`src/shared/dsw_defines.vh`:
```
/*
  Constants for the serial write port of the 12-bit converter:
  word layout, mode codes, reset values and wake-up timing.
  Assumes a 10 MHz core clock; included by the design file.
*/
`ifndef DSW_DEFINES_VH
`define DSW_DEFINES_VH

// ----------------------------------------------------------------
// word layout
// ----------------------------------------------------------------
`define DSW_WORD_BITS      16
`define DSW_MODE_HI_POS    13
`define DSW_MODE_LO_POS    12
`define DSW_VALUE_MSB      11
`define DSW_VALUE_BITS     12
`define DSW_CNT_BITS       5

// ----------------------------------------------------------------
// mode codes and reset values
// ----------------------------------------------------------------
`define DSW_MODE_NORMAL    2'h0
`define DSW_MODE_PD_1K     2'h1
`define DSW_MODE_PD_100K   2'h2
`define DSW_MODE_PD_HIZ    2'h3
`define DSW_VALUE_RESET    12'h000
`define DSW_MODE_RESET     2'h0

// ----------------------------------------------------------------
// timing
// ----------------------------------------------------------------
`define DSW_CLK_PERIOD_NS  100
`define DSW_WAKE_UP_US     39
// longest wake-up rounded up to whole cycles
`define DSW_WAKE_CYCLES    ((`DSW_WAKE_UP_US * 1000 + `DSW_CLK_PERIOD_NS - 1) / `DSW_CLK_PERIOD_NS)

`endif

```
`src/hdl/dsw_serial_write_port.v`:
```
/*
  Serial write port of a 12-bit voltage-output converter: frame
  select, serial clock and data are sampled by the core clock, a
  16-bit word is shifted MSB first and committed on the 16th falling
  serial clock edge. Assumes the serial clock is well below a fifth
  of the core clock so each level is seen for at least two cycles.
*/
`include "dsw_defines.vh"
`timescale 1ns/100ps
`default_nettype none

module dsw_serial_write_port #(
  parameter WAKE_CYCLES = `DSW_WAKE_CYCLES
) (
  input  wire        clk,
  input  wire        rst,
  input  wire        frameSelN,
  input  wire        serialClk,
  input  wire        serialData,
  output reg  [11:0] dacValue_q,
  output reg  [1:0]  powerMode_q,
  output reg         poweredDown_q,
  output reg         outputValid_q,
  output reg         commitPulse_q
);

  // ----------------------------------------------------------------
  // pin synchronisers
  // ----------------------------------------------------------------
  reg [1:0] selSync_q;
  reg [1:0] sclkSync_q;
  reg [1:0] dataSync_q;
  reg       selPrev_q;
  reg       sclkPrev_q;

  // two flops per pin, then one more stage for edge detection
  always @(posedge clk or posedge rst) begin
    if (rst) begin
      selSync_q  <= 2'h3;
      sclkSync_q <= 2'h0;
      dataSync_q <= 2'h0;
      selPrev_q  <= 1'b1;
      sclkPrev_q <= 1'b0;
    end else begin
      selSync_q  <= {selSync_q[0], frameSelN};
      sclkSync_q <= {sclkSync_q[0], serialClk};
      dataSync_q <= {dataSync_q[0], serialData};
      selPrev_q  <= selSync_q[1];
      sclkPrev_q <= sclkSync_q[1];
    end
  end

  wire selFall  = selPrev_q & ~selSync_q[1];
  wire selHigh  = selSync_q[1];
  wire sclkFall = sclkPrev_q & ~sclkSync_q[1];

  // ----------------------------------------------------------------
  // shift register and frame control
  // ----------------------------------------------------------------
  reg [15:0] shift_q;
  reg [4:0]  bitCnt_q;
  reg        active_q;
  wire [15:0] word = {shift_q[14:0], dataSync_q[1]};
  wire lastBit = active_q & sclkFall & (bitCnt_q == 5'h0f);
  reg [15:0] wakeCnt_q;

  // select high clears the partial word, only a fresh fall rearms
  always @(posedge clk or posedge rst) begin
    if (rst) begin
      shift_q  <= 16'h0000;
      bitCnt_q <= 5'h00;
      active_q <= 1'b0;
    end else if (selHigh) begin
      shift_q  <= 16'h0000;
      bitCnt_q <= 5'h00;
      active_q <= 1'b0;
    end else if (selFall) begin
      shift_q  <= 16'h0000;
      bitCnt_q <= 5'h00;
      active_q <= 1'b1;
    end else if (active_q && sclkFall) begin
      shift_q  <= word;
      bitCnt_q <= bitCnt_q + 5'h01;
      if (lastBit)
        active_q <= 1'b0;
    end
  end

  // ----------------------------------------------------------------
  // committed state and wake-up timing
  // ----------------------------------------------------------------
  // the value survives power-down; a normal-mode word loads its own new value
  always @(posedge clk or posedge rst) begin
    if (rst) begin
      dacValue_q    <= `DSW_VALUE_RESET;
      powerMode_q   <= `DSW_MODE_RESET;
      poweredDown_q <= 1'b0;
      outputValid_q <= 1'b0;
      commitPulse_q <= 1'b0;
      wakeCnt_q     <= 16'h0000;
    end else begin
      commitPulse_q <= lastBit;
      if (lastBit) begin
        // power-down words leave the held value alone
        if (word[`DSW_MODE_HI_POS:`DSW_MODE_LO_POS] == `DSW_MODE_NORMAL)
          dacValue_q  <= word[`DSW_VALUE_MSB:0];
        powerMode_q   <= word[`DSW_MODE_HI_POS:`DSW_MODE_LO_POS];
        poweredDown_q <= (word[`DSW_MODE_HI_POS:`DSW_MODE_LO_POS] != `DSW_MODE_NORMAL);
        if (poweredDown_q && word[`DSW_MODE_HI_POS:`DSW_MODE_LO_POS] == `DSW_MODE_NORMAL) begin
          outputValid_q <= 1'b0;
          wakeCnt_q     <= WAKE_CYCLES[15:0];
        end else begin
          outputValid_q <= (word[`DSW_MODE_HI_POS:`DSW_MODE_LO_POS] == `DSW_MODE_NORMAL)
                           && (wakeCnt_q == 16'h0000);
        end
      end else if (wakeCnt_q != 16'h0000) begin
        wakeCnt_q <= wakeCnt_q - 16'h0001;
        outputValid_q <= (wakeCnt_q == 16'h0001) && !poweredDown_q;
      end
    end
  end

endmodule

`default_nettype wire

```
`config.mk`:
```
export PLATFORM = sky130hd
export DESIGN_NAME = dsw_serial_write_port
export DESIGN_NICKNAME = d
export VERILOG_FILES = /design/src/hdl/dsw_serial_write_port.v
export VERILOG_INCLUDE_DIRS = /design/src /design/src/shared
export SDC_FILE = /design/constraint.sdc
export NUM_CORES = 1
export LEC_CHECK = 0
export BUFFER_PORTS_ARGS = -buffer_cell sky130_fd_sc_hd__buf_2
export CORE_UTILIZATION = 56
export CTS_CLUSTER_SIZE = 24
export DETAILED_ROUTE_END_ITERATION = 16
export PLACE_DENSITY_LB_ADDON = 0.05
export SLEW_MARGIN = 20
export SYNTH_ARGS = -nofsm -noshare
export SYNTH_HDL_FRONTEND = slang
export SYNTH_SLANG_ARGS = --single-unit
```
`constraint.sdc`:
```
create_clock -name clk -period 3.05 [get_ports clk]
set_input_delay 0.305 -clock clk [delete_from_list [all_inputs] [get_ports clk]]
set_output_delay 0.305 -clock clk [all_outputs]
set_load 0.005 [all_outputs]
```
Word-level counts from Yosys, hierarchy flattened
Index checks and enable logic that the tools add are counted.

$add $sub $neg: 2. Equal/unequal tests: 3. Multiplexer cells: 16. Bitwise logic cells: 6. Reductions and logical operators: 15.

Operators with widths (count): 2-to-1 mux 16 bit (3); 2-to-1 mux 13 bit (3); == test 16 x 1 -> 1 bit (second input constant) (1); zero test 16 bit (1); nonzero test 16 bit (1); subtractor 16 x 1 -> 16 bit (second input constant) (1); 2-to-1 mux 5 bit (3); 2-to-1 mux 1 bit (7); AND reduction 2 bit (3); nonzero test 3 bit (2); adder 5 x 1 -> 5 bit (second input constant) (1); == test 5 x 4 -> 1 bit (second input constant) (1); bitwise AND 1 bit (4); logical AND 1 bit (4); nonzero test 2 bit (2); zero test 2 bit (1); inequality test 2 x 1 -> 1 bit (second input constant) (1); inverter 1 bit (2); zero test 1 bit (1).

Register bits: 60. Word-level logic and storage cells: 56.

Depth between registers and ports, before layout
Gate-level depths: netlist of run 1.

Word-level depth: 8. Depth in mapped cells: 10. Mapped depth without buffers: 8.

Worst setup path before layout of run 1
OpenSTA, ideal clock, no wires.

Kind: flip-flop to flip-flop. Start point: register bitCnt_q[0]. End point: register dacValue_q[0]. Library setup time: 0.125 ns. Arrival: 2.181 ns. Data required time: 2.925 ns. Slack: 0.744 ns. Cell stages (with the launch flop): 10. Path buffers: 2. Period minus slack after synthesis: 2.306 ns. Cell sequence: dfrtp_1 > ha_1 > and3_1 > ha_1 > nand4b_1 > inv_1 > clkbuf_1 > nand2_1 > buf_1 > mux2_2.

Longest elaborated chain between the ends: 3.

RTL lines: start: declaration (RTL line dsw_serial_write_port.v:61) `reg [4:0] bitCnt_q;`; start signal: assignment (RTL line dsw_serial_write_port.v:83) `bitCnt_q <= bitCnt_q + 5'h01;`; == test 5 x 4 -> 1 bit (RTL line dsw_serial_write_port.v:64) `wire lastBit = active_q & sclkFall & (bitCnt_q == 5'h0f);`; bitwise AND 1 bit (RTL line dsw_serial_write_port.v:64); AND reduction 2 bit (no line); end signal: assignment (RTL line dsw_serial_write_port.v:95) `` dacValue_q <= `DSW_VALUE_RESET; ``; end signal: assignment (RTL line dsw_serial_write_port.v:106) `` dacValue_q <= word[`DSW_VALUE_MSB:0]; ``; end: declaration (RTL line dsw_serial_write_port.v:20) `output reg [11:0] dacValue_q,`.

Every way passes these cells. A chain may end at the register's enable or synchronous reset.

Final worst setup path of run 1
Start point: register bitCnt_q[0]. End point: register wakeCnt_q[12].

Longest elaborated chain between the ends: 4.

RTL lines: == test 5 x 4 -> 1 bit (*) (RTL line dsw_serial_write_port.v:64); bitwise AND 1 bit (*) (RTL line dsw_serial_write_port.v:64); inequality test 2 x 1 -> 1 bit (no line) / nonzero test 2 bit (equally long branches); AND reduction 2 bit (no line); end signal: assignment (RTL line dsw_serial_write_port.v:111) `wakeCnt_q <= WAKE_CYCLES[15:0];`; end signal: assignment (RTL line dsw_serial_write_port.v:117) `wakeCnt_q <= wakeCnt_q - 16'h0001;`; end: declaration (RTL line dsw_serial_write_port.v:65) `reg [15:0] wakeCnt_q;`.

Mark *: on every way between the ends. The rest lies on a longest branch, timed or not.

==> key figures, run 1 <==
Setup path
  • Crit path DAT: 2.80 ns
  • Crit Path Category: reg2reg
  • CP Launch Type: register
  • Crit. End Element: register
  • WP data required: 3.31 ns
  • Reg2reg setup slack: 0.51 ns
  • Crit-path max FO: 12

Die
  • Core area: 4380 µm²
  • Die footprint: 4850 µm²
  • Chip Width: 69.7 µm
  • Die Span Y: 69.7 µm
  • Initial core utilization: 58.5%
  • IO Count: 22
  • FP Rows: 24

Detailed routing
  • DRT iter0 DRCs: 115
  • Number of vias per cell: 5.77
  • Routed WL: 4.66 mm
  • Via Count: 1,807
  • Antenna viol nets, final: 0
  • Routed wire per std cell: 14.9 µm
  • DRT Pass-1 Iters: 4
  • DRC violation count after routing: 0

Power and ir drop
  • Clock group share of total power: 41.7%
  • Pint: 1.12 mW
  • Maximum vdd ir drop: 0.420 mV
  • Leakage: 1.44 nW
  • Register share of total power: 56.1%
  • PwrDens: 502 nW/µm²
  • Comb pwr share: 2.2%
  • Net Sw Frac: 21.9%
  • Switching power: 0.316 mW

Timing
  • Final period util: 83.3%
  • RSZ-0062 raised after global routing: false
  • Setup TNS: 0 ns
  • Rel. slew slack: 55.4%
  • Setup Viol. Count Final: 0
  • Tightest Pin Transition: 0.670 ns
  • FMAX: 393 MHz
  • Fin crit period: 2.54 ns
  • Max-slew violation count: 0
  • Final hold vios: 0
  • Skew final: 0.00900 ns

Clocking
  • Setup Buffers After CTS: 0
  • Clk buf depth: 2
  • Clock slew at reported path FFs: 0.07 ns
  • CTS buffer count: 9
  • # resized after CTS: 0
  • CTS Root Cell: clkbuf_8
  • CTS H-tree depth: 3
  • Clock tree sinks: 60
  • CTS tree: yes
  • Hold Buf Count CTS: 0
  • Worst-Skew Late Latency: 0.33 ns

Logic synthesis
  • Per-instance average area after synthesis: 11.1 µm²
  • EDFF count, synth: 0
  • Synth Register Bits: 60
  • Post-Synthesis Cell Area: 2560 µm²
  • Most used DFF post-synth: dfrtp_1
  • Mapped Nets: 240
  • Top-area cell type share of the netlist area: 55.6%
  • Synth cell types: 42
  • Ys async rst share: 100%
  • Synth area leader: dfrtp_1
  • Sequential area share after synthesis: 58.7%
  • Warnings, synthesis: 0
  • Post-Syn Instances: 231
  • Top cells by area, synth: dfrtp_1, nand2_1, mux2_2

Final layout
  • Final nets: 265
  • Fillers: 347
  • Final instance area: 2870 µm²
  • Share of post-route cells with drive strength above 1: 23.8%
  • Commonest non-fill, non-tap cell in the layout: dfrtp_1
  • # diodes: 0
  • Commonest cells after routing, fill and taps aside: dfrtp_1, nand2_1, buf_2
  • Area growth from synthesis to layout: 12.0%

Run status
  • Outcome: completed

Run
  • Max Cap Viol: 0

Global route
  • GRT overflow: 0
  • Largest net degree at the start of global routing: 30
  • Vias in the first global route: 1,765
  • Initial antenna violation count: 0
  • GRT Util Overall: 21.5%
  • First-pass GRT wire length: 8.03 mm

Placement
  • Post-DP HPWL: 3.10 mm
  • Port bufs: 21
  • Routability cong.: 0.807
  • Cell Area, Placed: 2710 µm²

Min path
  • Worst min-delay path category: in2async
## sequential cells by signal, indices dropped and copies added, names as in the netlist
name           count
active_q           1
dataSync_q         2
bitCnt_q           5
commitPulse_q      1
wakeCnt_q         16
outputValid_q      1
selSync_q          2
sclkSync_q         2
powerMode_q        2
poweredDown_q      1
selPrev_q          1
dacValue_q        12
shift_q           13
sclkPrev_q         1
## area by class of cell
cell class | instances | area, µm² | area share [%]
flip-flops and latches | 60 | 1510 | 52.4
multi-input cells | 153 | 975 | 34.0
clock buffers | 13 | 149 | 5.19
repair buffers | 25 | 135 | 4.71
well taps | 52 | 65.1 | 2.27
inverters | 7 | 26.3 | 0.915
clock inverters | 3 | 15.0 | 0.523
## per-stage QoR
| stage | setup slack (ns) | hold slack, ns | power (mW) | utilization, % | std cells |
|---|---|---|---|---|---|
| global placement | 0.584 | 0.332 | 0.855 | 61.7 | 297 |
| floorplan | 0.744 | 0.309 | 0.844 | - | 231 |
| detailed placement | 0.516 | 0.335 | 0.856 | 61.7 | 297 |
| finish | 0.508 | 0.0347 | 1.44 | 65.5 | 313 |
| CTS | 0.505 | 0.0526 | 1.46 | 65.5 | 313 |
| global route | 0.297 | 0.0586 | 1.49 | 65.5 | 313 |
## power by group through the flow
stage               Combinational (mW)  Sequential [mW]  Clock [mW]
finish                          0.0313            0.809       0.600
global route                    0.0370            0.809       0.646
CTS                             0.0332            0.808       0.614
detailed placement              0.0331            0.823           0
global placement                0.0327            0.823           0
floorplan                       0.0221            0.822           0
## Yosys cell counts (2+ instances only)
library cell	n
dfrtp_1	57
nand2_1	42
a21oi_1	17
mux2_2	12
nor2_1	10
inv_1	7
or3_1	7
clkbuf_1	5
ha_1	4
mux2i_1	4
nor3_1	4
nor4_1	4
o211ai_1	4
o31ai_1	4
buf_1	3
dfstp_2	3
nand3_1	3
nand4_1	3
o21a_1	3
o21ai_0	3
o41ai_1	3
or2_2	3
or4_1	3
and3_1	2
buf_6	2
o311ai_0	2
xor2_1	2
## kinds of logic (layout without fill, tap and decap cells)
family / Yosys count / count (layout) / synth area share, %
xor gates and xnor gates: 3 / 3 / 1.03
DFF: 60 / 60 / 58.7
AOI/OAI and AO/OA: 42 / 42 / 10.7
muxes: 16 / 16 / 6.83
adders and majority gates: 4 / 4 / 1.95
buffers and inverters: 18 / 48 / 3.27
and+or+nand+nor: 88 / 88 / 17.5
## layer usage
layer,vias to the layer above,share of wire (%),global-route usage (%)
li1,876,-,-
met1,890,46,27.5
met2,28,49,33.3
met3,13,2.7,4.94
met4,0,2.4,12.9
met5,-,0,0
## critical path: stages (launching register included)
cell and delay [ns]:
dfrtp_1 0.40, ha_1 0.22, and3_1 0.18, ha_1 0.17, nand4b_1 0.20, inv_1 0.22
or3_1 0.49, or4_1 0.43, a21oi_1 0.16
## path summary, 6_finish.rpt
check,start,to,cells past startpoint
min,rst,wakeCnt_q[15]$_DFFE_PP0P_,2
min in group clk,frameSelN,selSync_q[0]$_DFF_PP1_,1
max in group asynchronous,rst,selSync_q[0]$_DFF_PP1_,3
max reg2reg,bitCnt_q[0]$_DFFE_PP0P_,wakeCnt_q[12]$_DFFE_PP0P_,8
min reg2reg,sclkSync_q[0]$_DFF_PP0_,sclkSync_q[1]$_DFF_PP0_,0
max,bitCnt_q[0]$_DFFE_PP0P_,wakeCnt_q[12]$_DFFE_PP0P_,8
Note: power is estimated with default switching activity, not from simulation.
==> run 2, diff against run 1 <==
--- a/config.mk
+++ b/config.mk
@@ -7,7 +7,7 @@
 export NUM_CORES = 1
 export LEC_CHECK = 0
 export BUFFER_PORTS_ARGS = -buffer_cell sky130_fd_sc_hd__buf_2
-export CORE_UTILIZATION = 56
+export CORE_UTILIZATION = 53
 export CTS_CLUSTER_SIZE = 24
 export DETAILED_ROUTE_END_ITERATION = 16
 export PLACE_DENSITY_LB_ADDON = 0.05
==> constraint.sdc (replaced) <==
create_clock -name clk -period 2.1 [get_ports clk]
set_input_delay 0.21 -clock clk [delete_from_list [all_inputs] [get_ports clk]]
set_output_delay 0.21 -clock clk [all_outputs]
set_load 0.005 [all_outputs]
==> key figures, run 2 (same netlist as run 1, synthesis figures left out) <==
Run status
  • Outcome: complete, but fails checks
  • Failing checks: negative setup slack

Timing
  • Setup Viol. Count Final: 2
  • Tightest Pin Transition: 0.727 ns
  • Final period util: 102%
  • Skew final: 0.00614 ns
  • FMAX: 469 MHz
  • RSZ-0062 raised after global routing: true
  • Max-slew violation count: 0
  • Rel. slew slack: 51.5%
  • Fin crit period: 2.13 ns
  • Setup ws final: -0.0316 ns
  • Final hold vios: 0
  • Setup TNS: -0.0347 ns

Setup path
  • Slowest cell on the critical path: or4b_4
  • CP Launch Type: register
  • Max incr delay on CP: 0.47 ns
  • Crit-path max FO: 4
  • WP data required: 2.37 ns
  • Buf/Inv on CP: 1
  • Crit Path Category: reg2reg
  • Family with the most delay on the worst path: simple AND/OR/NAND/NOR gates
  • Crit path cell chain: inv_2, ha_4, or4b_4, or3_4, or4_1, a21oi_2
  • Crit path DAT: 2.40 ns
  • Reg2reg setup slack: -0.03 ns
  • Crit. End Element: register

Detailed routing
  • Number of vias per cell: 5.68
  • DRC violation count after routing: 0
  • DRT Pass-1 Iters: 4
  • Routed wire per std cell: 15.0 µm
  • Antenna viol nets, final: 0
  • DRT iter0 DRCs: 116
  • Routed WL: 4.99 mm
  • Via Count: 1,886

Placement
  • Port bufs: 21
  • Post-DP HPWL: 3.32 mm
  • Placed Cells: 310
  • Routability cong.: 0.808

Power and ir drop
  • Clock group share of total power: 45.4%
  • Maximum vdd ir drop: 0.639 mV
  • Net Sw Frac: 19.9%
  • PwrDens: 714 nW/µm²
  • Pint: 1.80 mW
  • Leakage: 1.54 nW
  • Switching power: 0.447 mW
  • Register share of total power: 52.4%
  • Comb pwr share: 2.2%

Die
  • Initial core utilization: 56.9%
  • Die Span Y: 71.6 µm
  • Chip Width: 71.6 µm
  • Core area: 4500 µm²
  • FP Rows: 24
  • Die footprint: 5120 µm²
  • IO Count: 22

Final layout
  • Top reg by flops: wakeCnt_q
  • # diodes: 0
  • Largest registers: wakeCnt_q: 16 flops, shift_q: 13 flops, dacValue_q: 12 flops
  • Share of post-route cells with drive strength above 1: 32.5%
  • Final nets: 284
  • Final cell count without fillers: 332
  • Commonest cells after routing, fill and taps aside: dfrtp_1, nand2_1, buf_2
  • Area growth from synthesis to layout: 22.6%
  • Max FFs per register: 16
  • Commonest non-fill, non-tap cell in the layout: dfrtp_1

Clocking
  • CTS tree: yes
  • Clock tree sinks: 60
  • CTS buffer count: 9
  • Clk buf depth: 2
  • Clock slew at reported path FFs: 0.06 ns
  • Worst-Skew Late Latency: 0.33 ns
  • CTS Root Cell: clkbuf_8
  • CTS H-tree depth: 3

Run
  • Max Cap Viol: 0

Min path
  • Worst min-delay path category: in2async

Global route
  • Vias in the first global route: 1,900
  • Initial antenna violation count: 0
  • First-pass GRT wire length: 8.64 mm
  • Largest net degree at the start of global routing: 61
  • GRT overflow: 0
  • GRT Util Overall: 22.9%
-- run 2: changes by cell type in the layout (fill, tap and decap cells not counted), moves of 2 or more --
| cell | change |
|---|---|
| buf_4 | +12 |
| buf_6 | +3 |
| clkinv_2 | -3 |
| dlygate4sd3_1 | +3 |
| ha_1 | -3 |
| inv_1 | -3 |
| inv_2 | +3 |
| or3_1 | -3 |
| or3_4 | +3 |
| a21oi_1 | -2 |
| a21oi_2 | +2 |
| ha_4 | +2 |
-- run 2: path summary, 6_finish.rpt --
kind / from / endpoint / cells past startpoint
setup / recovery: wakeCnt_q[1]$_DFFE_PP0P_ / wakeCnt_q[12]$_DFFE_PP0P_ / 6
hold / removal: rst / dacValue_q[10]$_DFFE_PP0P_ / 3
setup reg to reg: wakeCnt_q[1]$_DFFE_PP0P_ / wakeCnt_q[12]$_DFFE_PP0P_ / 6
hold reg to reg: sclkSync_q[0]$_DFF_PP0_ / sclkSync_q[1]$_DFF_PP0_ / 0
max in group asynchronous: rst / bitCnt_q[2]$_DFFE_PP0P_ / 3
min in group clk: sclkSync_q[0]$_DFF_PP0_ / sclkSync_q[1]$_DFF_PP0_ / 0
-- run 2: final cells by class --
type | instances | area [µm²]
Clock buffer | 15 | 166
Clock inverter | 1 | 30.0
Fill cell | 335 | 1360
Inverter | 7 | 26.3
Multi-Input combinational cell | 153 | 1040
Sequential cell | 60 | 1510
Tap cell | 52 | 65.1
Timing Repair Buffer | 44 | 309
-- run 2: worst register-to-register path: stages (launching register included) --
cell	delay [ns]
dfrtp_1	0.39
inv_2	0.08
ha_4	0.13
or4b_4	0.47
or3_4	0.43
or4_1	0.43
a21oi_2	0.13
-- run 2: per-layer routing --
layer  track usage (%)  share of wire (%)  wire length [µm]  vias to the layer above
met5                 0                  0                 0                        -
met3              7.74                4.4               221                       12
met2              37.1                 51              2540                       40
li1                  -                  -                 -                      914
met4              12.0                2.1               105                        0
met1              27.2                 42              2120                      920
-- run 2: metrics by stage --
stage	power (mW)	instance area [µm²]	hold WS [ns]	util (%)	setup slack, ns
5_1_grt	2.33	3140	0.141	69.8	-0.0735
2_1_floorplan	1.23	2600	0.214	-	-0.0329
3_5_place_dp	1.24	2850	0.317	63.2	-0.0673
4_1_cts	2.27	3100	0.0930	68.8	-0.00465
6_report	2.24	3140	0.0807	69.8	-0.0316
3_3_place_gp	1.24	2850	0.316	63.2	0.0238
-- run 2: repair_timing --
item                       in CTS  in global routing
setup endpoints to repair       4                 16
pin swaps                       3                  2
resized for setup               9                  5
setup buffers                   0                  3
hold buffers                    3                  0
hold endpoints to repair        3                  0
-- run 2: power by group through the flow --
stage	Sequential, mW	Clock [mW]	Combinational [mW]
after CTS	1.17	1.05	0.0515
after global routing	1.18	1.10	0.0573
after floorplan	1.19	0	0.0323
final	1.17	1.02	0.0495
after global placement	1.19	0	0.0458
after detailed placement	1.20	0	0.0470
==> run 3, diff against run 2 <==
--- a/config.mk
+++ b/config.mk
@@ -11,6 +11,7 @@
 export CTS_CLUSTER_SIZE = 24
 export DETAILED_ROUTE_END_ITERATION = 16
 export PLACE_DENSITY_LB_ADDON = 0.05
+export SETUP_SLACK_MARGIN = 0.02
 export SLEW_MARGIN = 20
 export SYNTH_ARGS = -nofsm -noshare
 export SYNTH_HDL_FRONTEND = slang
==> key figures, run 3 (same netlist as run 1, synthesis figures left out) <==
Run status
  • Outcome: complete, but fails checks
  • Failing checks: negative setup slack

Power and ir drop
  • Pwr Total: 2.24 mW
  • PwrDens: 702 nW/µm²
  • Maximum vdd ir drop: 0.640 mV
  • Leakage: 1.59 nW

Clocking
  • CTS buffer count: 9
  • CTS H-tree depth: 3
  • Worst-Skew Late Latency: 0.33 ns
  • Clock tree sinks: 60
  • CTS tree: yes
  • Clk buf depth: 2
  • Clock slew at reported path FFs: 0.06 ns
  • CTS Root Cell: clkbuf_8

Setup path
  • Family with the most delay on the worst path: simple AND/OR/NAND/NOR gates
  • Crit path top cell by count: or3_1
  • Crit-path max FO: 3
  • Buf/Inv on CP: 2
  • Crit Path Category: reg2reg
  • Crit path DAT: 2.36 ns
  • CP Launch Type: register
  • Crit path cell chain: inv_2, ha_4, or4b_4, buf_4, or3_1, or3_1, a21oi_1
  • Crit. End Element: register
  • WP data required: 2.35 ns
  • Max incr delay on CP: 0.47 ns
  • Slowest cell on the critical path: or4b_4

Final layout
  • Commonest non-fill, non-tap cell in the layout: dfrtp_1
  • Area occupied by multi-input gates: 1030 µm²
  • Share of post-route cells with drive strength above 1: 33.2%
  • # diodes: 0
  • Max FFs per register: 16
  • Top reg by flops: wakeCnt_q
  • Commonest cells after routing, fill and taps aside: dfrtp_1, nand2_1, buf_4
  • Finished Core Util: 70.9%
  • Largest registers: wakeCnt_q: 16 flops, shift_q: 13 flops, dacValue_q: 12 flops
  • Reg area: 1510 µm²
  • Fillers: 329
  • Final instance area: 3190 µm²
  • Final nets: 290
  • Area growth from synthesis to layout: 24.5%

Timing
  • Final hold vios: 0
  • Fin crit period: 2.11 ns
  • Rel. slew slack: 51.3%
  • Setup TNS: -0.0354 ns
  • Tightest Pin Transition: 0.730 ns
  • Skew final: 0.00673 ns
  • FMAX: 473 MHz
  • Setup Viol. Count Final: 3
  • Final period util: 101%
  • Setup ws final: -0.0140 ns
  • Max-slew violation count: 0
  • RSZ-0062 raised after global routing: true

Detailed routing
  • DRT Pass-1 Iters: 4
  • DRC violation count after routing: 0
  • Routed WL: 5.16 mm
  • Via Count: 1,938
  • Routed wire per std cell: 15.3 µm
  • Number of vias per cell: 5.73
  • DRT iter0 DRCs: 81
  • Antenna viol nets, final: 0

Placement
  • Cell Area, Placed: 2850 µm²
  • Post-DP HPWL: 3.32 mm
  • Port bufs: 21
  • Routability cong.: 0.808
  • Pre-CTS setup slack: -0.0673 ns

Die
  • Core area: 4500 µm²
  • Die Span Y: 71.6 µm
  • FP Rows: 24
  • Initial core utilization: 56.9%
  • Die footprint: 5120 µm²
  • Chip Width: 71.6 µm
  • IO Count: 22

Global route
  • Largest net degree at the start of global routing: 61
  • Vias in the first global route: 1,907
  • GRT overflow: 0
  • First-pass GRT wire length: 8.63 mm
  • Initial antenna violation count: 0
  • GRT Util Overall: 22.8%

Run
  • Max Cap Viol: 0

Min path
  • Worst min-delay path category: in2async
run 3: cell count changes in the layout (fill, tap and decap cells not counted), sizes merged:
cell    previous run  this run
buf               41        46
clkbuf            15        16
run 3: layout make-up:
class,instances,share of cell area (%)
sequential,60,47.1
multi-input combinational,153,32.3
timing repair buffer,50,11.5
clock buffer,15,5.21
tap,52,2.04
clock inverter,1,0.940
inverter,7,0.823
run 3: what timing repair did:
item | in CTS | in global routing
gates resized for setup | 6 | 5
pin swaps | 2 | 1
buffers inserted | 1 | 7
setup endpoints to repair | 11 | 23
hold endpoints to repair | 3 | 0
cloned | 0 | 1
hold buffers | 3 | 0
run 3: metrics by stage:
| stage | std cells | hold slack, ns |
|---|---|---|
| floorplan | 231 | 0.214 |
| global placement | 310 | 0.316 |
| detailed placement | 310 | 0.317 |
| CTS | 330 | 0.0930 |
| global route | 338 | 0.139 |
| finish | 338 | 0.0878 |
run 3: layer usage:
metal  track usage [%]  share of wire, %  up-vias
met5                 0                 0        -
met4              12.2               2.4        0
met3              8.16               4.6       13
met2              36.8                51       42
met1              27.0                42      961
li1                  -                 -      922
run 3: worst reg2reg max path, delay by kind of cell (launching register included):
kind                     cells  cell delay (ns)
AND/OR/NAND/NOR              3             1.11
flip-flops                   1             0.39
buffers and inverters        2             0.25
AO/OA/AOI/OAI                1             0.15
adder cells (fa/ha/maj)      1             0.14
run 3: final timing paths:
path / start / slack, ns / end / cells past startpoint
worst min-delay path: rst / 0.09 / dacValue_q[10]$_DFFE_PP0P_ / 3
min in group clk: sclkSync_q[0]$_DFF_PP0_ / 0.35 / sclkSync_q[1]$_DFF_PP0_ / 0
max in group asynchronous: rst / 1.54 / shift_q[5]$_DFFE_PP0P_ / 3
worst max register to register: wakeCnt_q[1]$_DFFE_PP0P_ / -0.01 / wakeCnt_q[6]$_DFFE_PP0P_ / 7
worst max-delay path: wakeCnt_q[1]$_DFFE_PP0P_ / -0.01 / wakeCnt_q[6]$_DFFE_PP0P_ / 7
worst min register to register: sclkSync_q[0]$_DFF_PP0_ / 0.35 / sclkSync_q[1]$_DFF_PP0_ / 0
run 3: where the power goes:
group	switching, mW	internal (mW)	leakage (nW)	total (mW)
combinational	0.0365	0.0131	0.674	0.0496
clock	0.401	0.615	0.0979	1.02
sequential	0.00591	1.17	0.815	1.17
